## src/verilog/ltc_pkg.sv

```systemverilog
package ltc_pkg;
  localparam int unsigned CLK_MHZ = 200;
  // Filter and timeout times, typical figures
  localparam int unsigned WAKE_LIN_US = 80;
  localparam int unsigned WAKE_LOC_US = 30;
  localparam int unsigned GO_NORM_US = 5;
  localparam int unsigned GO_SLEEP_US = 5;
  localparam int unsigned DOM_TIMEOUT_MS = 55;
  localparam int unsigned WAKE_LIN_CYC = WAKE_LIN_US * CLK_MHZ;
  localparam int unsigned WAKE_LOC_CYC = WAKE_LOC_US * CLK_MHZ;
  localparam int unsigned GO_NORM_CYC = GO_NORM_US * CLK_MHZ;
  localparam int unsigned GO_SLEEP_CYC = GO_SLEEP_US * CLK_MHZ;
  localparam int unsigned DOM_TIMEOUT_CYC = DOM_TIMEOUT_MS * 1000 * CLK_MHZ;

  // Register byte offsets
  localparam logic [7:0] REG_STATUS = 8'h00;
  localparam logic [7:0] REG_IRQ_STAT = 8'h04;
  localparam logic [7:0] REG_IRQ_MASK = 8'h08;
  localparam logic [7:0] REG_CTRL = 8'h0c;

  // Status fields
  localparam int ST_MODE_LSB = 0;
  localparam int ST_OT = 3;
  localparam int ST_UV = 4;
  localparam int ST_TO = 5;
  localparam int ST_DRV = 6;
  localparam int ST_LOCAL = 7;

  // Interrupt bits
  localparam int IRQ_W = 5;
  localparam int IRQ_REMOTE = 0;
  localparam int IRQ_LOCAL = 1;
  localparam int IRQ_TO = 2;
  localparam int IRQ_OT = 3;
  localparam int IRQ_UV = 4;

  // Control fields
  localparam int CTRL_REMOTE_EN = 0;
  localparam int CTRL_LOCAL_EN = 1;
  localparam logic [1:0] CTRL_RST = 2'h3;
  localparam logic [IRQ_W-1:0] MASK_RST = 5'h00;

  typedef enum logic [2:0] {
    MODE_OFF,
    MODE_SLEEP,
    MODE_STANDBY,
    MODE_NORMAL,
    MODE_POWER_ON
  } ltc_mode_e;

  // Analogue comparator indications
  typedef struct packed {
    logic vbat_present;
    logic por_low;
    logic undervolt;
    logic overtemp;
  } ltc_supply_s;
endpackage

```

## src/verilog/ltc_filter.sv

```systemverilog
`timescale 1ns/1ps
module ltc_filter #(
  parameter int unsigned CNT = 16
) (
  // Clock and reset
  input wire logic clk_i,
  input wire logic rst_i,
  // Condition and result
  input wire logic cond_i,
  output logic hit_o
);
  localparam int W = $clog2(CNT + 1);
  localparam logic [W-1:0] CNT_W = W'(CNT);

  logic [W-1:0] cnt_q;

  // Any break in the condition restarts the interval
  always_ff @(posedge clk_i) begin
    if (rst_i || !cond_i) begin
      cnt_q <= '0;
    end else if (cnt_q != CNT_W) begin
      cnt_q <= cnt_q + 1'b1;
    end
  end

  assign hit_o = (cnt_q == CNT_W);
endmodule

```

## src/verilog/ltc_top.sv

```systemverilog
// Local design decisions: the Wishbone slave port and the address map.
`timescale 1ns/1ps
module ltc_top #(
  parameter int unsigned WAKE_LIN_CYC = ltc_pkg::WAKE_LIN_CYC,
  parameter int unsigned WAKE_LOC_CYC = ltc_pkg::WAKE_LOC_CYC,
  parameter int unsigned DOM_TIMEOUT_CYC = ltc_pkg::DOM_TIMEOUT_CYC
) (
  // Clock and reset
  input wire logic clk_i,
  input wire logic rst_i,
  // Wishbone slave
  input wire logic wb_cyc_i,
  input wire logic wb_stb_i,
  input wire logic wb_we_i,
  input wire logic [7:0] wb_adr_i,
  input wire logic [3:0] wb_sel_i,
  input wire logic [31:0] wb_dat_i,
  output logic [31:0] wb_dat_o,
  output logic wb_ack_o,
  output logic irq_o,
  // Controller side pins
  input wire logic txd_i,
  output logic txd_o,
  output logic txd_oe_n_o,
  input wire logic sleep_control_n_i,
  input wire logic wake_n_i,
  output logic rxd_o,
  output logic rxd_oe_n_o,
  // Bus and regulator pins
  input wire logic lin_i,
  output logic lin_o,
  output logic lin_oe_n_o,
  output logic regulator_inhibit_out_o,
  output logic regulator_inhibit_oe_n_o,
  // Comparator indications
  input wire ltc_pkg::ltc_supply_s supply_i
);
  // Two-stage synchronisers for every asynchronous input
  logic [7:0] sync1_q;
  logic [7:0] sync2_q;
  always_ff @(posedge clk_i) begin
    if (rst_i) begin
      sync1_q <= 8'h00;
      sync2_q <= 8'h00;
    end else begin
      sync1_q <= {txd_i, sleep_control_n_i, wake_n_i, lin_i, supply_i};
      sync2_q <= sync1_q;
    end
  end

  // Reset to low, like the pad pull-downs on transmit and sleep-control
  logic txd_s;
  logic slp_s;
  logic wake_n_s;
  logic lin_s;
  ltc_pkg::ltc_supply_s sup_s;
  assign txd_s = sync2_q[7];
  assign slp_s = sync2_q[6];
  assign wake_n_s = sync2_q[5];
  assign lin_s = sync2_q[4];
  assign sup_s = sync2_q[3:0];

  ltc_pkg::ltc_mode_e mode_q;
  logic [1:0] ctrl_q;
  logic to_fault_q;
  logic local_src_q;
  logic txd_prev_q;
  logic ot_prev_q;
  logic uv_prev_q;

  logic lin_wake_hit;
  logic loc_wake_hit;
  logic norm_hit;
  logic sleep_hit;
  logic to_hit;
  logic in_sleep;
  logic in_normal;
  logic drv_en;

  assign in_sleep = (mode_q == ltc_pkg::MODE_SLEEP);
  assign in_normal = (mode_q == ltc_pkg::MODE_NORMAL);

  ltc_filter #(.CNT(WAKE_LIN_CYC)) u_lin_wake (
    .clk_i(clk_i),
    .rst_i(rst_i),
    .cond_i(in_sleep && !lin_s && ctrl_q[ltc_pkg::CTRL_REMOTE_EN]),
    .hit_o(lin_wake_hit)
  );

  ltc_filter #(.CNT(WAKE_LOC_CYC)) u_loc_wake (
    .clk_i(clk_i),
    .rst_i(rst_i),
    .cond_i(in_sleep && !wake_n_s && ctrl_q[ltc_pkg::CTRL_LOCAL_EN]),
    .hit_o(loc_wake_hit)
  );

  ltc_filter #(.CNT(ltc_pkg::GO_NORM_CYC)) u_go_norm (
    .clk_i(clk_i),
    .rst_i(rst_i),
    .cond_i(slp_s && !in_normal && mode_q != ltc_pkg::MODE_OFF),
    .hit_o(norm_hit)
  );

  ltc_filter #(.CNT(ltc_pkg::GO_SLEEP_CYC)) u_go_sleep (
    .clk_i(clk_i),
    .rst_i(rst_i),
    .cond_i(!slp_s && in_normal),
    .hit_o(sleep_hit)
  );

  // Counts while transmit is dominant in normal mode and no timeout fault is held, even when over-temperature or undervoltage holds the driver off
  ltc_filter #(.CNT(DOM_TIMEOUT_CYC)) u_dom_to (
    .clk_i(clk_i),
    .rst_i(rst_i),
    .cond_i(in_normal && !txd_s && !to_fault_q),
    .hit_o(to_hit)
  );

  // Mode machine
  always_ff @(posedge clk_i) begin
    if (rst_i) begin
      mode_q <= ltc_pkg::MODE_OFF;
    end else if (!sup_s.vbat_present) begin
      mode_q <= ltc_pkg::MODE_OFF;
    end else begin
      unique case (mode_q)
        ltc_pkg::MODE_OFF: begin
          mode_q <= ltc_pkg::MODE_POWER_ON;
        end
        ltc_pkg::MODE_NORMAL: begin
          if (sup_s.por_low || sleep_hit) begin
            mode_q <= ltc_pkg::MODE_SLEEP;
          end
        end
        ltc_pkg::MODE_SLEEP: begin
          if (norm_hit) begin
            mode_q <= ltc_pkg::MODE_NORMAL;
          end else if (!slp_s && (lin_wake_hit || loc_wake_hit)) begin
            mode_q <= ltc_pkg::MODE_STANDBY;
          end
        end
        ltc_pkg::MODE_STANDBY, ltc_pkg::MODE_POWER_ON: begin
          if (norm_hit) begin
            mode_q <= ltc_pkg::MODE_NORMAL;
          end
        end
        // Unused codes fall back to the powered-down state
        default: begin
          mode_q <= ltc_pkg::MODE_OFF;
        end
      endcase
    end
  end

  // Wake source flag; sleep-control high drops it at once
  always_ff @(posedge clk_i) begin
    if (rst_i) begin
      local_src_q <= 1'b0;
    end else if (in_sleep && !slp_s && (lin_wake_hit || loc_wake_hit)) begin
      local_src_q <= loc_wake_hit;
    end else if (slp_s || mode_q != ltc_pkg::MODE_STANDBY) begin
      local_src_q <= 1'b0;
    end
  end

  // Dominant timeout fault, set wins over the clearing edge
  always_ff @(posedge clk_i) begin
    if (rst_i) begin
      to_fault_q <= 1'b0;
      txd_prev_q <= 1'b0;
    end else begin
      txd_prev_q <= txd_s;
      if (to_hit) begin
        to_fault_q <= 1'b1;
      end else if (txd_s && !txd_prev_q) begin
        to_fault_q <= 1'b0;
      end
    end
  end

  // Floating inputs read low, so sleep-control low keeps the driver off
  assign drv_en = !sup_s.overtemp && !sup_s.undervolt && !to_fault_q && in_normal;

  // Pin outputs, all registered
  always_ff @(posedge clk_i) begin
    if (rst_i) begin
      lin_oe_n_o <= 1'b1;
      rxd_o <= 1'b1;
      rxd_oe_n_o <= 1'b1;
      txd_oe_n_o <= 1'b1;
      regulator_inhibit_out_o <= 1'b0;
      regulator_inhibit_oe_n_o <= 1'b1;
    end else begin
      lin_oe_n_o <= !(drv_en && !txd_s);
      rxd_o <= in_normal ? lin_s : 1'b0;
      rxd_oe_n_o <= !(sup_s.vbat_present && (in_normal ||
                    (mode_q == ltc_pkg::MODE_STANDBY && !slp_s)));
      txd_oe_n_o <= !(mode_q == ltc_pkg::MODE_STANDBY && local_src_q && !slp_s);
      regulator_inhibit_out_o <= sup_s.vbat_present;
      regulator_inhibit_oe_n_o <= !(sup_s.vbat_present && !in_sleep &&
                                  mode_q != ltc_pkg::MODE_OFF);
    end
  end

  // Open-drain pins only ever pull low
  assign lin_o = 1'b0;
  assign txd_o = 1'b0;

  // Events
  logic [ltc_pkg::IRQ_W-1:0] ev;
  always_ff @(posedge clk_i) begin
    if (rst_i) begin
      ot_prev_q <= 1'b0;
      uv_prev_q <= 1'b0;
    end else begin
      ot_prev_q <= sup_s.overtemp;
      uv_prev_q <= sup_s.undervolt;
    end
  end
  assign ev[ltc_pkg::IRQ_REMOTE] = in_sleep && !slp_s && lin_wake_hit && !loc_wake_hit;
  assign ev[ltc_pkg::IRQ_LOCAL] = in_sleep && !slp_s && loc_wake_hit;
  assign ev[ltc_pkg::IRQ_TO] = to_hit;
  assign ev[ltc_pkg::IRQ_OT] = sup_s.overtemp && !ot_prev_q;
  assign ev[ltc_pkg::IRQ_UV] = sup_s.undervolt && !uv_prev_q;

  // Wishbone slave, one wait state
  logic ack_q;
  logic req;
  logic take;
  logic [ltc_pkg::IRQ_W-1:0] irq_stat_q;
  logic [ltc_pkg::IRQ_W-1:0] irq_mask_q;
  logic [31:0] status_w;
  assign req = wb_cyc_i && wb_stb_i;
  assign take = req && ack_q;
  assign status_w = {24'h000000, local_src_q, drv_en, to_fault_q,
                     sup_s.undervolt, sup_s.overtemp, mode_q};

  always_ff @(posedge clk_i) begin
    if (rst_i) begin
      ack_q <= 1'b0;
      wb_dat_o <= 32'h00000000;
    end else begin
      ack_q <= req && !ack_q;
      wb_dat_o <= 32'h00000000;
      if (req && !ack_q && !wb_we_i) begin
        unique case (wb_adr_i)
          ltc_pkg::REG_STATUS: wb_dat_o <= status_w;
          ltc_pkg::REG_IRQ_STAT: wb_dat_o <= {27'h0000000, irq_stat_q};
          ltc_pkg::REG_IRQ_MASK: wb_dat_o <= {27'h0000000, irq_mask_q};
          ltc_pkg::REG_CTRL: wb_dat_o <= {30'h00000000, ctrl_q};
          default: wb_dat_o <= 32'h00000000;
        endcase
      end
    end
  end
  assign wb_ack_o = ack_q;

  always_ff @(posedge clk_i) begin
    if (rst_i) begin
      irq_mask_q <= ltc_pkg::MASK_RST;
      ctrl_q <= ltc_pkg::CTRL_RST;
    end else if (take && wb_we_i && wb_sel_i[0]) begin
      if (wb_adr_i == ltc_pkg::REG_IRQ_MASK) begin
        irq_mask_q <= wb_dat_i[ltc_pkg::IRQ_W-1:0];
      end
      if (wb_adr_i == ltc_pkg::REG_CTRL) begin
        ctrl_q <= wb_dat_i[1:0];
      end
    end
  end

  // Read clears only the bits returned, so an event after the capture survives
  always_ff @(posedge clk_i) begin
    if (rst_i) begin
      irq_stat_q <= '0;
    end else if (take && !wb_we_i && wb_adr_i == ltc_pkg::REG_IRQ_STAT) begin
      irq_stat_q <= (irq_stat_q & ~wb_dat_o[ltc_pkg::IRQ_W-1:0]) | ev;
    end else begin
      irq_stat_q <= irq_stat_q | ev;
    end
  end

  always_ff @(posedge clk_i) begin
    if (rst_i) begin
      irq_o <= 1'b0;
    end else begin
      irq_o <= |(irq_stat_q & irq_mask_q);
    end
  end

  driver_off_ot_a: assert property (@(posedge clk_i) disable iff (rst_i)
    sup_s.overtemp |=> lin_oe_n_o) else $error("driver on during over-temperature");
  driver_off_uv_a: assert property (@(posedge clk_i) disable iff (rst_i)
    sup_s.undervolt |=> lin_oe_n_o) else $error("driver on during undervoltage");
  timeout_off_a: assert property (@(posedge clk_i) disable iff (rst_i)
    to_hit |=> to_fault_q ##1 lin_oe_n_o) else $error("driver on after timeout");
  timeout_release_a: assert property (@(posedge clk_i) disable iff (rst_i)
    (to_fault_q && !to_hit && txd_s && !txd_prev_q) |=> !to_fault_q)
    else $error("timeout fault not cleared by rising edge");
  sleep_entry_a: assert property (@(posedge clk_i) disable iff (rst_i)
    (in_normal && sleep_hit && sup_s.vbat_present) |=> mode_q == ltc_pkg::MODE_SLEEP)
    else $error("no sleep after held low sleep-control");
  por_sleep_a: assert property (@(posedge clk_i) disable iff (rst_i)
    (in_normal && sup_s.por_low && sup_s.vbat_present) |=> in_sleep)
    else $error("no sleep on low supply");
  power_on_a: assert property (@(posedge clk_i) disable iff (rst_i)
    (mode_q == ltc_pkg::MODE_OFF && sup_s.vbat_present) |=>
    mode_q == ltc_pkg::MODE_POWER_ON) else $error("power-on mode not entered");
  wake_standby_a: assert property (@(posedge clk_i) disable iff (rst_i)
    (in_sleep && lin_wake_hit && !slp_s && sup_s.vbat_present) |=>
    mode_q == ltc_pkg::MODE_STANDBY ##1 !rxd_o) else $error("wake did not reach standby");
  rxd_float_a: assert property (@(posedge clk_i) disable iff (rst_i)
    !sup_s.vbat_present |=> rxd_oe_n_o) else $error("receive driven without supply");
  rxd_follow_a: assert property (@(posedge clk_i) disable iff (rst_i)
    in_normal |=> rxd_o == $past(lin_s)) else $error("receive does not follow bus");
  norm_entry_a: assert property (@(posedge clk_i) disable iff (rst_i)
    (norm_hit && !in_normal && sup_s.vbat_present) |=> in_normal)
    else $error("normal mode not entered");

  // Mode and pin checks beyond the protection paths
  drive_follow_a: assert property (@(posedge clk_i) disable iff (rst_i)
    (drv_en && !txd_s) |=> !lin_oe_n_o) else $error("bus not driven dominant");
  drv_normal_a: assert property (@(posedge clk_i) disable iff (rst_i)
    !in_normal |=> lin_oe_n_o) else $error("driver on outside normal mode");
  wake_filter_a: assert property (@(posedge clk_i) disable iff (rst_i)
    (in_sleep && !lin_wake_hit && !loc_wake_hit && !norm_hit) |=>
    (in_sleep || mode_q == ltc_pkg::MODE_OFF)) else $error("sleep left without a filter hit");
  local_wake_a: assert property (@(posedge clk_i) disable iff (rst_i)
    (in_sleep && loc_wake_hit && !norm_hit && !slp_s && sup_s.vbat_present) |=>
    (mode_q == ltc_pkg::MODE_STANDBY && local_src_q)) else $error("local wake not flagged");
  stay_normal_a: assert property (@(posedge clk_i) disable iff (rst_i)
    (in_normal && !sleep_hit && !sup_s.por_low) |=>
    (in_normal || mode_q == ltc_pkg::MODE_OFF)) else $error("normal mode left early");
  txd_release_a: assert property (@(posedge clk_i) disable iff (rst_i)
    (mode_q != ltc_pkg::MODE_STANDBY) |=> txd_oe_n_o)
    else $error("wake source shown outside standby");
  fault_hold_a: assert property (@(posedge clk_i) disable iff (rst_i)
    (to_fault_q && !(txd_s && !txd_prev_q)) |=> to_fault_q)
    else $error("timeout fault dropped without rising edge");
  power_on_quiet_a: assert property (@(posedge clk_i) disable iff (rst_i)
    (mode_q == ltc_pkg::MODE_POWER_ON) |=> (rxd_oe_n_o && lin_oe_n_o))
    else $error("power-on mode drives a pin");
  irq_level_a: assert property (@(posedge clk_i) disable iff (rst_i)
    (irq_stat_q[ltc_pkg::IRQ_TO] && irq_mask_q[ltc_pkg::IRQ_TO]) |=> irq_o)
    else $error("unmasked timeout event not signalled");
endmodule
```

## config.mk

```make
export PLATFORM = sky130hd
export DESIGN_NAME = ltc_top
export DESIGN_NICKNAME = d
export VERILOG_FILES = /design/src/verilog/ltc_pkg.sv /design/src/verilog/ltc_filter.sv /design/src/verilog/ltc_top.sv
export SDC_FILE = /design/constraint.sdc
export NUM_CORES = 1
export LEC_CHECK = 0
export CAP_MARGIN = 20
export CORE_MARGIN = 8
export CORE_UTILIZATION = 50
export DETAILED_ROUTE_END_ITERATION = 6
export DONT_BUFFER_PORTS = 1
export GPL_TIMING_DRIVEN = 0
export PLACE_DENSITY_LB_ADDON = 0.15
export SYNTH_ARGS = -nofsm -noshare
export SYNTH_HDL_FRONTEND = slang
export SYNTH_HIERARCHICAL = 1
export SYNTH_SLANG_ARGS = --single-unit
```

## constraint.sdc

```tcl
create_clock -name clk_i -period 2.1 [get_ports clk_i]
set_clock_uncertainty 0.15 [all_clocks]
set_input_delay 0.42 -clock clk_i [delete_from_list [all_inputs] [get_ports clk_i]]
set_output_delay 0.42 -clock clk_i [all_outputs]
set_load 0.01 [all_outputs]
```

==> impl_summary.txt, run 1 <==
----------------------------------------------------
[Synth]
  Number of enable flip-flop cells after synthesis ... 0
  Mean post-synth cell area ... a little over 9 µm²
  Mux contribution to synthesized area ... 4.503%
  Synth Warn # ... 6
  Combined area of all synthesized cells ... 5752 µm²
  Fraction of the mapped netlist area in compound gates ... between 10% and 20%
  Seq/Total Area, Yosys ... a little over two fifths
  Top area cells in the synthesized netlist ... sky130_fd_sc_hd__dfxtp_1 43%, sky130_fd_sc_hd__buf_4 3.5%, sky130_fd_sc_hd__nor2b_1 3.2%, sky130_fd_sc_hd__mux2i_1 3.1%, sky130_fd_sc_hd__a21oi_1 2.9%
  Adder-Cell Fraction of Synth Area ... around 2.2%
  Cell count after synthesis ... 628
  Post-synth top flop ... sky130_fd_sc_hd__dfxtp_1
  Synth Area in XOR/XNOR ... 3.807%
  Asr flop ratio synth ... 0%
  Area fraction of the dominant cell type after synthesis ... 42.81%
  Number of distinct library cells after synthesis ... 61
  Fraction of the mapped netlist area in simple logic gates ... 29.21%
  Dominant combinational cell family by area after synthesis ... simple AND/OR/NAND/NOR gates
  Post-synthesis register bit count ... 123
  Cell type contributing the most total cell area after synthesis ... sky130_fd_sc_hd__dfxtp_1

[Finish]
  Final design area excluding fillers ... 6918 µm²
  Area growth from synthesis to layout ... 20.27%
  Nets@finish ... 760
  Most frequent standard cell in the layout excluding fill and tap cells ... sky130_fd_sc_hd__dfxtp_1
  Share of post-route cells with drive strength above 1 ... 18.27%
  Commonest cells after routing, fill and taps aside ... 110 x sky130_fd_sc_hd__dfxtp_1, 43 x sky130_fd_sc_hd__nand2_1, 41 x sky130_fd_sc_hd__nor2_1
  Number of antenna cells inserted ... 0

[Floorplan]
  Number of top-level pins ... around 100
  Initial core utilization ... 50.81%
  Overall die width ... about 120 µm
  Die Outline Area ... around 15000 µm²
  Num rows ... 39
  Die extent in y ... 123.3 µm
  Standard cell core area ... about 11000 µm²

[GRT]
  Via count of the first global-routing pass ... 4387
  Overall Global Routing Usage ... 17.53%
  Gr ovfl total ... 0
  Antenna violations before repair ... 0
  Global-route wire length before repair ... roughly 21000 µm
  Largest net degree at the start of global routing ... 17

[Place]
  Placement Cell Area ... 6030 µm²
  I/O Buffers ... 0
  Half-perimeter wire length after placement ... slightly above 9000 µm
  Final weighted congestion in routability-driven placement ... 0.8074

[Timing]
  Final worst path period need ... 2.062 ns
  RSZ-0062 raised after global routing ... true
  Max_slew headroom ... 54.31%
  Maximum clock frequency ... 484.9 MHz
  Number of hold-slack violations in the final timing report ... 0
  Final critical-path share of the clock period ... 98.20%
  Final number of setup-violating endpoints ... 0
  Final slew viol count ... 0
  Pin slew with the least headroom to its limit ... 0.6791 ns

[Worst hold path]
  Worst Min Path Start ... wb_dat_i[3]
  Hold path cells ... 2
  Worst min-delay path category ... in2reg
  Worst Hold Path EP ... irq_mask_q[3]

[Clock tree]
  Total CTS buffers ... 17
  Root buffer cell ... sky130_fd_sc_hd__clkbuf_16
  Latest clock arrival within the worst-skew pair ... 0.42 ns
  Clock tree from TritonCTS ... yes
  Htree depth ... 4
  CTS max path bufs ... 2
  Total clock sinks ... between 100 and 150
  Clock transition at path regs ... ~0.06 ns

[Critical path]
  Highest fanout seen on the critical path ... 7
  Destination of the worst register-to-register timing path ... u_dom_to/cnt_q[22]
  Minimum setup slack among reg-to-reg paths ... 0.04 ns
  Arr. time, crit path ... 2.26 ns
  Worst setup SP type ... register
  Worst reg2reg path depth ... 6
  Category of the critical setup timing path ... reg2reg
  WP data required ... roughly 2.3 ns
  Endpoint type of the worst setup path ... register
  RR Startpoint ... u_dom_to/cnt_q[0]

[Routing]
  Via density per instance ... 5.383
  Total DRC errors in the routed layout ... 0
  Detailed-router iteration count before antenna repair ... 5
  Wire length per cell after detailed routing ... 15.13 µm
  Violation count after the first detailed-route iteration ... 253
  Overall routed net length ... 12840 µm
  Count of antenna-violating nets left after detailed routing ... 0
  Routed vias ... 4570

[Power and ir drop]
  Total chip power ... 0.005390 W
  Peak supply drop ... 0.6495 mV
  Leak ... 2.260 nW
  Total power density per cell area ... between 700 and 800 nW/µm²

[Outcome]
  Outcome ... completed

[Run]
  Max cap viols ... 0

----------------------------------------------------
cell type report:
cell class,instances,area [µm²]
inverter,30,115.1
buffer,50,336.6
sequential,123,2491
tap,143,178.9
clock buffer,17,425.4
clock inverter,15,161.4
multi-input combinational,450,3022
timing repair buffer,21,187.7
fill,985,4403
registers in the layout (all words and copies together), names as in the netlist, 2 cells and up:
name / flops
u_dom_to/cnt_q: 24
u_lin_wake/cnt_q: 14
u_loc_wake/cnt_q: 13
u_go_norm/cnt_q: 10
u_go_sleep/cnt_q: 10
sync1_q: 8
sync2_q: 8
wb_dat_o: 8
irq_mask_q: 5
irq_stat_q: 5
mode_q: 3
ctrl_q: 2
power by group:
group	internal, W	switching [W]
combinational	0.0000812	0.0000761
clock	0.00176	0.00111
sequential	0.00235	0.0000125
total	0.00419	0.00120
Yosys cell counts (12+ instances only):
library cell / instances
sky130_fd_sc_hd__dfxtp_1: 123
sky130_fd_sc_hd__nand2_1: 43
sky130_fd_sc_hd__nor2_1: 41
sky130_fd_sc_hd__a21oi_1: 33
sky130_fd_sc_hd__inv_1: 30
sky130_fd_sc_hd__nor2b_1: 29
sky130_fd_sc_hd__buf_4: 27
sky130_fd_sc_hd__nand2b_1: 25
sky130_fd_sc_hd__o21ai_0: 21
sky130_fd_sc_hd__nand3_1: 20
sky130_fd_sc_hd__mux2i_1: 18
sky130_fd_sc_hd__or3_1: 17
sky130_fd_sc_hd__nor4_1: 15
sky130_fd_sc_hd__or4_1: 15
sky130_fd_sc_hd__clkbuf_1: 14
sky130_fd_sc_hd__xnor2_1: 14
sky130_fd_sc_hd__nand4_1: 13
sky130_fd_sc_hd__o31ai_1: 12
stage by stage:
stage	instances	setup slack [ns]	TNS [ns]	hold WS [ns]	util (%)
2_1_floorplan	653	0.009019	0	0.2480	-
3_3_place_gp	796	-0.1291	-0.4601	0.2708	53.26
3_5_place_dp	796	-0.1759	-1.039	0.2807	53.26
4_1_cts	842	0.001944	0	0.009912	59.98
5_1_grt	849	-0.01639	-0.03611	0.01472	61.11
6_report	849	0.03787	0	0.01707	61.11
cells by family (layout without fill, tap and decap cells):
| family | count (synthesis) | count (layout) |
|---|---|---|
| buffers and inverters | 80 | 133 |
| xor gates and xnor gates | 25 | 25 |
| DFF | 123 | 123 |
| AOI/OAI and AO/OA | 93 | 93 |
| adders and majority gates | 10 | 10 |
| other | 1 | 26 |
| muxes | 23 | 23 |
| and+or+nand+nor | 273 | 273 |
routing by layer:
layer | GRT usage, % | part of all wire (%) | vias to the layer above
met4 | 6.321 | 1.2 | 0
met1 | 20.31 | 43 | 2175
met5 | 0 | 0 | -
met3 | 5.982 | 5.1 | 13
li1 | - | - | 2308
met2 | 29.54 | 51 | 74
worst max-delay path by stage:
| stage | start | end | cells after the start |
|---|---|---|---|
| finish | u_dom_to/cnt_q[0] | u_dom_to/cnt_q[22] | 6 |
| global route | mode_q[0] | u_loc_wake/cnt_q[11] | 7 |
| CTS | u_dom_to/cnt_q[5] | u_dom_to/cnt_q[19] | 6 |
| detailed placement | u_dom_to/cnt_q[1] | u_dom_to/cnt_q[20] | 6 |
| global placement | u_dom_to/cnt_q[1] | u_dom_to/cnt_q[22] | 6 |
| floorplan | u_dom_to/cnt_q[1] | u_dom_to/cnt_q[20] | 6 |
worst max-delay path: stages (launching register included):
cell and delay (ns):
sky130_fd_sc_hd__dfxtp_4 0.38, sky130_fd_sc_hd__ha_4 0.16, sky130_fd_sc_hd__nand3_4 0.08, sky130_fd_sc_hd__or4_4 0.48, sky130_fd_sc_hd__buf_6 0.15, sky130_fd_sc_hd__or4_4 0.47
sky130_fd_sc_hd__a21oi_2 0.12
repair_timing:
action | 4_1_cts | 5_1_grt
setup buffers | 2 | 7
endpoints found under the hold margin | 11 | 0
gates resized for setup | 10 | 31
endpoints found under the setup margin | 15 | 29
hold buffers | 12 | 0
pin swaps | 1 | 7
(Power assumes the default switching activity.)
==> run 2, diff against run 1 <==
Settings changed: CORE_ASPECT_RATIO set to 2.
==> impl_summary.txt, run 2 (synthesis gave the netlist of run 1 again) <==
----------------------------------------------------
[Outcome]
  Outcome ... completed

[Finish]
  Fill cell count ... 1019 (+3.5%)
  Area growth from synthesis to layout ... 18.99%
  Nets@finish ... 756 (-0.53%)
  Most frequent standard cell in the layout excluding fill and tap cells ... sky130_fd_sc_hd__dfxtp_1
  Register area ... 2495 µm² (+0.15%)
  Number of antenna cells inserted ... 0 (unchanged)
  Biggest registers after layout ... u_dom_to/cnt_q x24, u_lin_wake/cnt_q x14, u_loc_wake/cnt_q x13
  Most flop-heavy register ... u_dom_to/cnt_q
  Area of combinational cells with multiple inputs ... 3034 µm² (+0.41%)
  Number of flip-flops under the largest register name ... 24 (unchanged)
  Commonest cells after routing, fill and taps aside ... 109 x sky130_fd_sc_hd__dfxtp_1, 43 x sky130_fd_sc_hd__nand2_1, 41 x sky130_fd_sc_hd__nor2_1
  Share of post-route cells with drive strength above 1 ... 18.38% (+0.10 points)

[Place]
  I/O Buffers ... 0 (unchanged)
  Placement-stage worst setup slack ... -0.1654 ns (+0.01057 ns)
  Final weighted congestion in routability-driven placement ... 0.8072 (about the same)
  Half-perimeter wire length after placement ... 9384 µm (+2.3%)

[Timing]
  Number of hold-slack violations in the final timing report ... 0 (unchanged)
  Final-layout setup total negative slack ... 0 ns (unchanged)
  Maximum clock frequency ... 483.6 MHz (-0.28%)
  Final critical-path share of the clock period ... 98.47% (+0.27 points)
  Pin slew with the least headroom to its limit ... 0.6699 ns (-0.009193 ns)
  Worst Hold Margin ... 0.01195 ns (-0.005122 ns)
  Final worst-path setup slack ... 0.03213 ns (-0.005747 ns)
  Final worst path period need ... 2.068 ns (+0.005747 ns)
  RSZ-0062 raised after global routing ... true
  Final number of setup-violating endpoints ... 0 (unchanged)
  Final slew viol count ... 0 (unchanged)
  Max_slew headroom ... 54.92% (+0.62 points)

[Critical path]
  Worst setup SP type ... register
  Endpoint type of the worst setup path ... register
  RR Startpoint ... u_dom_to/cnt_q[1]
  Highest fanout seen on the critical path ... 8 (+1)
  Slowest stage cell, crit path ... sky130_fd_sc_hd__or4_4
  Arr. time, crit path ... 2.26 ns (about the same)
  Critical path cell sequence ... ha_4 -> nand3_4 -> or4_4 -> buf_6 -> or4_4 -> a21oi_2
  Category of the critical setup timing path ... reg2reg
  Most frequent CP cell ... sky130_fd_sc_hd__or4_4
  Worst reg2reg path depth ... 6 (unchanged)
  Slowest stage delay, CP ... 0.49 ns (about the same)
  WP data required ... 2.29 ns (about the same)
  Minimum setup slack among reg-to-reg paths ... 0.03 ns (about the same)
  Endpoint of the worst setup timing path ... u_dom_to/cnt_q[22]
  Destination of the worst register-to-register timing path ... u_dom_to/cnt_q[22]
  Source of the critical timing path ... u_dom_to/cnt_q[1]

[Power and ir drop]
  Peak supply drop ... 0.7373 mV (+14%)
  Cell internal pwr ... 0.003984 W (-4.9%)
  Sequential share of power ... 46.1% (+2.3 points)
  Power share of the clock group ... 51.0% (-2.3 points)
  Net Switching ... 0.001137 W (-5.1%)
  Leak ... 2.243 nW (-0.75%)
  Total power density per cell area ... 748.3 nW/µm² (-3.9%)
  Combinational share of power ... 2.9% (about the same)
  Switching portion of total power ... 22.21% (-0.024 points)

[Clock tree]
  Total CTS buffers ... 17 (unchanged)
  Htree depth ... 4 (unchanged)
  CTS max path bufs ... 2 (unchanged)
  Latest clock arrival within the worst-skew pair ... 0.42 ns (about the same)
  Root buffer cell ... sky130_fd_sc_hd__clkbuf_16
  Total clock sinks ... 123 (unchanged)
  Clock transition at path regs ... 0.06 ns (about the same)
  Clock tree from TritonCTS ... yes

[Floorplan]
  Standard cell core area ... 11290 µm² (-0.31%)
  Num rows ... 55 (+41%)
  Die Outline Area ... 15400 µm² (+1.4%)
  Number of top-level pins ... 99 (unchanged)
  Initial core utilization ... 50.96% (+0.16 points)
  Overall die width ... 91.84 µm (-25%)
  Die extent in y ... 167.7 µm (+36%)

[Run]
  Max cap viols ... 0 (unchanged)

[GRT]
  Largest net degree at the start of global routing ... 17 (unchanged)
  Antenna violations before repair ... 0 (unchanged)
  Via count of the first global-routing pass ... 4573 (+4.2%)
  Overall Global Routing Usage ... 16.98% (-0.56 points)
  Global-route wire length before repair ... 21370 µm (+1.6%)
  Gr ovfl total ... 0 (unchanged)

[Routing]
  Overall routed net length ... 12860 µm (+0.10%)
  Count of antenna-violating nets left after detailed routing ... 0 (unchanged)
  Routed vias ... 4590 (+0.44%)
  Violation count after the first detailed-route iteration ... 182 (-28%)
  Total DRC errors in the routed layout ... 0 (unchanged)
  Detailed-router iteration count before antenna repair ... 4 (-1)
  Wire length per cell after detailed routing ... 15.23 µm (+0.69%)
  Via density per instance ... 5.438 (+1.0%)

[Worst hold path]
  Worst min-delay path category ... in2reg

----------------------------------------------------
[run 2: cell types whose count changed in the layout (fill, tap and decap cells not counted), moves of 2 or more]
cell | previous run | this run
sky130_fd_sc_hd__clkinv_2 | 2 | 5
sky130_fd_sc_hd__inv_6 | 6 | 0
sky130_fd_sc_hd__dlygate4sd3_1 | 12 | 9
sky130_fd_sc_hd__bufinv_16 | 2 | 0
sky130_fd_sc_hd__clkbuf_8 | 0 | 2
[run 2: metal layers]
| layer | vias to the layer above | GRT usage, % | share of wire [%] |
|---|---|---|---|
| met1 | 2202 | 16.29 | 37 |
| met2 | 79 | 32.29 | 58 |
| met5 | - | 0 | 0 |
| met4 | 0 | 7.133 | 1.8 |
| li1 | 2292 | - | - |
| met3 | 17 | 4.613 | 3.4 |
[run 2: power groups by stage]
stage          sequential, W  combinational [W]  clock [W]
2_1_floorplan        0.00241           0.000120          0
3_3_place_gp         0.00242           0.000132          0
3_5_place_dp         0.00242           0.000134          0
4_1_cts              0.00236           0.000147    0.00266
5_1_grt              0.00236           0.000166    0.00277
6_report             0.00236           0.000151    0.00261
[run 2: layout make-up]
cell class	count	area share (%)
tap	142	2.596
buffer	50	4.881
sequential	123	36.45
multi-input combinational	450	44.33
inverter	30	1.755
clock inverter	11	1.060
clock buffer	21	6.728
timing repair buffer	17	2.194
[run 2: repair_timing]
| action | in CTS | in global routing |
|---|---|---|
| endpoints found under the setup margin | 14 | 40 |
| pin swaps | 1 | 6 |
| setup buffers | 2 | 6 |
| hold buffers | 9 | 0 |
| hold endpoints to repair | 8 | 0 |
| resized for setup | 10 | 39 |
[run 2: metrics by stage]
stage	total power, W	cell area [µm²]	utilization (%)	instances
after global routing	0.005300	6844	60.64	844
after floorplan	0.002534	5851	-	653
after detailed placement	0.002552	6028	53.41	795
final	0.005122	6844	60.64	844
after CTS	0.005177	6700	59.37	838
after global placement	0.002550	6028	53.41	795
[run 2: how the worst min path moves through the flow]
stage | slack, ns | cells past startpoint | from | end
floorplan | 0.25 | 1 | local_src_q | txd_oe_n_o
global placement | 0.27 | 1 | sync1_q[0] | sync2_q[0]
detailed placement | 0.28 | 1 | sync1_q[0] | sync2_q[0]
CTS | 0.006 | 2 | wb_dat_i[3] | irq_mask_q[3]
global route | 0.009 | 2 | wb_dat_i[3] | irq_mask_q[3]
finish | 0.01 | 2 | wb_dat_i[3] | irq_mask_q[3]
[run 2: worst max-delay path: cells and delay by family, from the launching register on]
kind                     cells  cell delay, ns
flip-flops                   1            0.37
AND/OR/NAND/NOR              3            1.04
adder cells (fa/ha/maj)      1            0.16
buffers and inverters        1            0.15
AO/OA/AOI/OAI                1            0.12
==> run 3, diff against run 2 <==
==> constraint.sdc (replaced) <==
create_clock -name clk_i -period 2.1 [get_ports clk_i]
set_clock_uncertainty 0.15 [all_clocks]
set_input_delay 0.21 -clock clk_i [delete_from_list [all_inputs] [get_ports clk_i]]
set_output_delay 0.21 -clock clk_i [all_outputs]
set_load 0.01 [all_outputs]
==> impl_summary.txt, run 3 (synthesis gave the netlist of run 1 again) <==
----------------------------------------------------
[Routing]
  Wire length per cell after detailed routing ... 15.34 µm (+0.70%)
  Count of antenna-violating nets left after detailed routing ... 0 (unchanged)
  Routed vias ... 4703 (+2.5%)
  Overall routed net length ... 13210 µm (+2.7%)
  Violation count after the first detailed-route iteration ... 172 (-5.5%)
  Detailed-router iteration count before antenna repair ... 4 (unchanged)
  Total DRC errors in the routed layout ... 0 (unchanged)
  Via density per instance ... 5.462 (+0.44%)

[Timing]
  Final worst path period need ... 2.064 ns (-0.003448 ns)
  RSZ-0062 raised after global routing ... true
  Final worst-path setup slack ... 0.03557 ns (+0.003448 ns)
  Maximum clock frequency ... 484.4 MHz (+0.17%)
  Final critical-path share of the clock period ... 98.31% (-0.16 points)
  Max_slew headroom ... 57.99% (+3.1 points)
  Final number of setup-violating endpoints ... 0 (unchanged)
  Final slew viol count ... 0 (unchanged)
  Pin slew with the least headroom to its limit ... 0.6244 ns (-0.04558 ns)
  Number of hold-slack violations in the final timing report ... 0 (unchanged)
  Final-layout setup total negative slack ... 0 ns (unchanged)

[Worst hold path]
  Worst Min Path Start ... wb_adr_i[2]
  Worst min-delay path category ... in2reg

[Place]
  I/O Buffers ... 0 (unchanged)
  Final weighted congestion in routability-driven placement ... 0.8072 (unchanged)
  Placement Cell Area ... 6028 µm² (unchanged)
  Placement-stage worst setup slack ... -0.1654 ns (unchanged)
  Half-perimeter wire length after placement ... 9384 µm (unchanged)

[Clock tree]
  Clock transition at path regs ... 0.06 ns (about the same)
  Latest clock arrival within the worst-skew pair ... 0.41 ns (about the same)
  Clock tree from TritonCTS ... yes
  Total clock sinks ... 123 (unchanged)
  CTS max path bufs ... 2 (unchanged)
  Htree depth ... 4 (unchanged)
  Root buffer cell ... sky130_fd_sc_hd__clkbuf_16
  Total CTS buffers ... 17 (unchanged)

[Finish]
  Nets@finish ... 773 (+2.2%)
  Final core utilization ... 62.08% (+1.4 points)
  Most flop-heavy register ... u_dom_to/cnt_q
  Number of antenna cells inserted ... 0 (unchanged)
  Biggest registers after layout ... u_dom_to/cnt_q x24, u_lin_wake/cnt_q x14, u_loc_wake/cnt_q x13
  Commonest cells after routing, fill and taps aside ... 109 x sky130_fd_sc_hd__dfxtp_1, 43 x sky130_fd_sc_hd__nand2_1, 41 x sky130_fd_sc_hd__nor2_1
  Area growth from synthesis to layout ... 21.82%
  Fill cell count ... 993 (-2.6%)
  Most frequent standard cell in the layout excluding fill and tap cells ... sky130_fd_sc_hd__dfxtp_1
  Final design area excluding fillers ... 7007 µm² (+2.4%)
  Number of flip-flops under the largest register name ... 24 (unchanged)
  Share of post-route cells with drive strength above 1 ... 18.36% (about the same)

[GRT]
  Largest net degree at the start of global routing ... 17 (unchanged)
  Global-route wire length before repair ... 21910 µm (+2.5%)
  Via count of the first global-routing pass ... 4670 (+2.1%)
  Antenna violations before repair ... 0 (unchanged)
  Overall Global Routing Usage ... 17.42% (+0.44 points)
  Gr ovfl total ... 0 (unchanged)

[Critical path]
  Endpoint type of the worst setup path ... register
  Most frequent CP cell ... sky130_fd_sc_hd__or4_4
  WP data required ... 2.28 ns (about the same)
  Minimum setup slack among reg-to-reg paths ... 0.04 ns (about the same)
  Critical path cell sequence ... ha_4 -> nand3_4 -> or4_4 -> buf_6 -> or4_4 -> a21oi_2
  Category of the critical setup timing path ... reg2reg
  Slowest stage delay, CP ... 0.49 ns (about the same)
  Family with the most delay on the worst path ... simple AND/OR/NAND/NOR gates
  RR Startpoint ... u_dom_to/cnt_q[1]
  Crit path buffers/inverters ... 1 (unchanged)
  Slowest stage cell, crit path ... sky130_fd_sc_hd__or4_4
  Arr. time, crit path ... 2.25 ns (about the same)
  Highest fanout seen on the critical path ... 8 (unchanged)
  Worst setup SP type ... register
  Source of the critical timing path ... u_dom_to/cnt_q[1]

[Power and ir drop]
  Cell internal pwr ... 0.003999 W (+0.36%)
  Net Switching ... 0.001145 W (+0.64%)
  Power share of the clock group ... 50.8% (-0.2 points)
  Combinational share of power ... 3.3% (+0.4 points)
  Total power density per cell area ... 734.1 nW/µm² (-1.9%)
  Sequential share of power ... 45.9% (-0.2 points)
  Peak supply drop ... 0.7468 mV (+1.3%)
  Leak ... 2.327 nW (+3.7%)
  Switching portion of total power ... 22.26% (+0.049 points)
  Total chip power ... 0.005143 W (+0.42%)

[Floorplan]
  Die Outline Area ... 15400 µm² (unchanged)
  Die extent in y ... 167.7 µm (unchanged)
  Num rows ... 55 (unchanged)
  Standard cell core area ... 11290 µm² (unchanged)
  Initial core utilization ... 50.96% (unchanged)
  Overall die width ... 91.84 µm (unchanged)
  Number of top-level pins ... 99 (unchanged)

[Outcome]
  Outcome ... completed

[Run]
  Max cap viols ... 0 (unchanged)

----------------------------------------------------
[run 3: cell type report]
type | instances | area, µm² | area share [%]
Clock inverter | 11 | 72.57 | 1.036
Timing Repair Buffer | 34 | 312.8 | 4.464
Buffer | 50 | 334.1 | 4.768
Clock buffer | 21 | 460.4 | 6.571
Inverter | 30 | 120.1 | 1.714
Multi-Input combinational cell | 450 | 3034 | 43.30
Sequential cell | 123 | 2495 | 35.61
Tap cell | 142 | 177.7 | 2.536
[run 3: metrics by stage]
stage | instances | hold slack (ns)
2_1_floorplan | 653 | 0.1783
3_3_place_gp | 795 | 0.1854
3_5_place_dp | 795 | 0.1873
4_1_cts | 852 | 0.004051
5_1_grt | 861 | 0.02906
6_report | 861 | 0.03078
[run 3: worst paths after layout]
check / cells after the start / endpoint
hold reg to reg: 1 / sync2_q[5]
setup reg to reg: 6 / u_dom_to/cnt_q[22]
hold / removal: 2 / wb_dat_o[5]
setup / recovery: 6 / u_dom_to/cnt_q[22]
[run 3: what timing repair did]
item                                   in CTS  in global routing
setup buffers                               2                  9
resized for setup                          10                 39
hold buffers                               23                  0
endpoints found under the hold margin      34                  0
cloned                                      0                  0
setup endpoints to repair                  14                 43
pin swaps                                   1                  7
[run 3: per-layer routing]
layer  wire length (µm)  share of wire, %  vias up  GRT usage [%]
li1                   -                 -     2325              -
met1               4918                37     2268          16.62
met2               7593                57       87          33.01
met3                410               3.1       23          4.568
met4                284               2.2        0          8.121
met5                  0                 0        -              0
[run 3: power groups by stage]
stage	Clock [W]	Combinational (W)	Sequential, W
after floorplan	0	0.000120	0.00241
after global placement	0	0.000132	0.00242
after detailed placement	0	0.000134	0.00242
after CTS	0.00266	0.000167	0.00236
after global routing	0.00278	0.000188	0.00236
final	0.00261	0.000172	0.00236
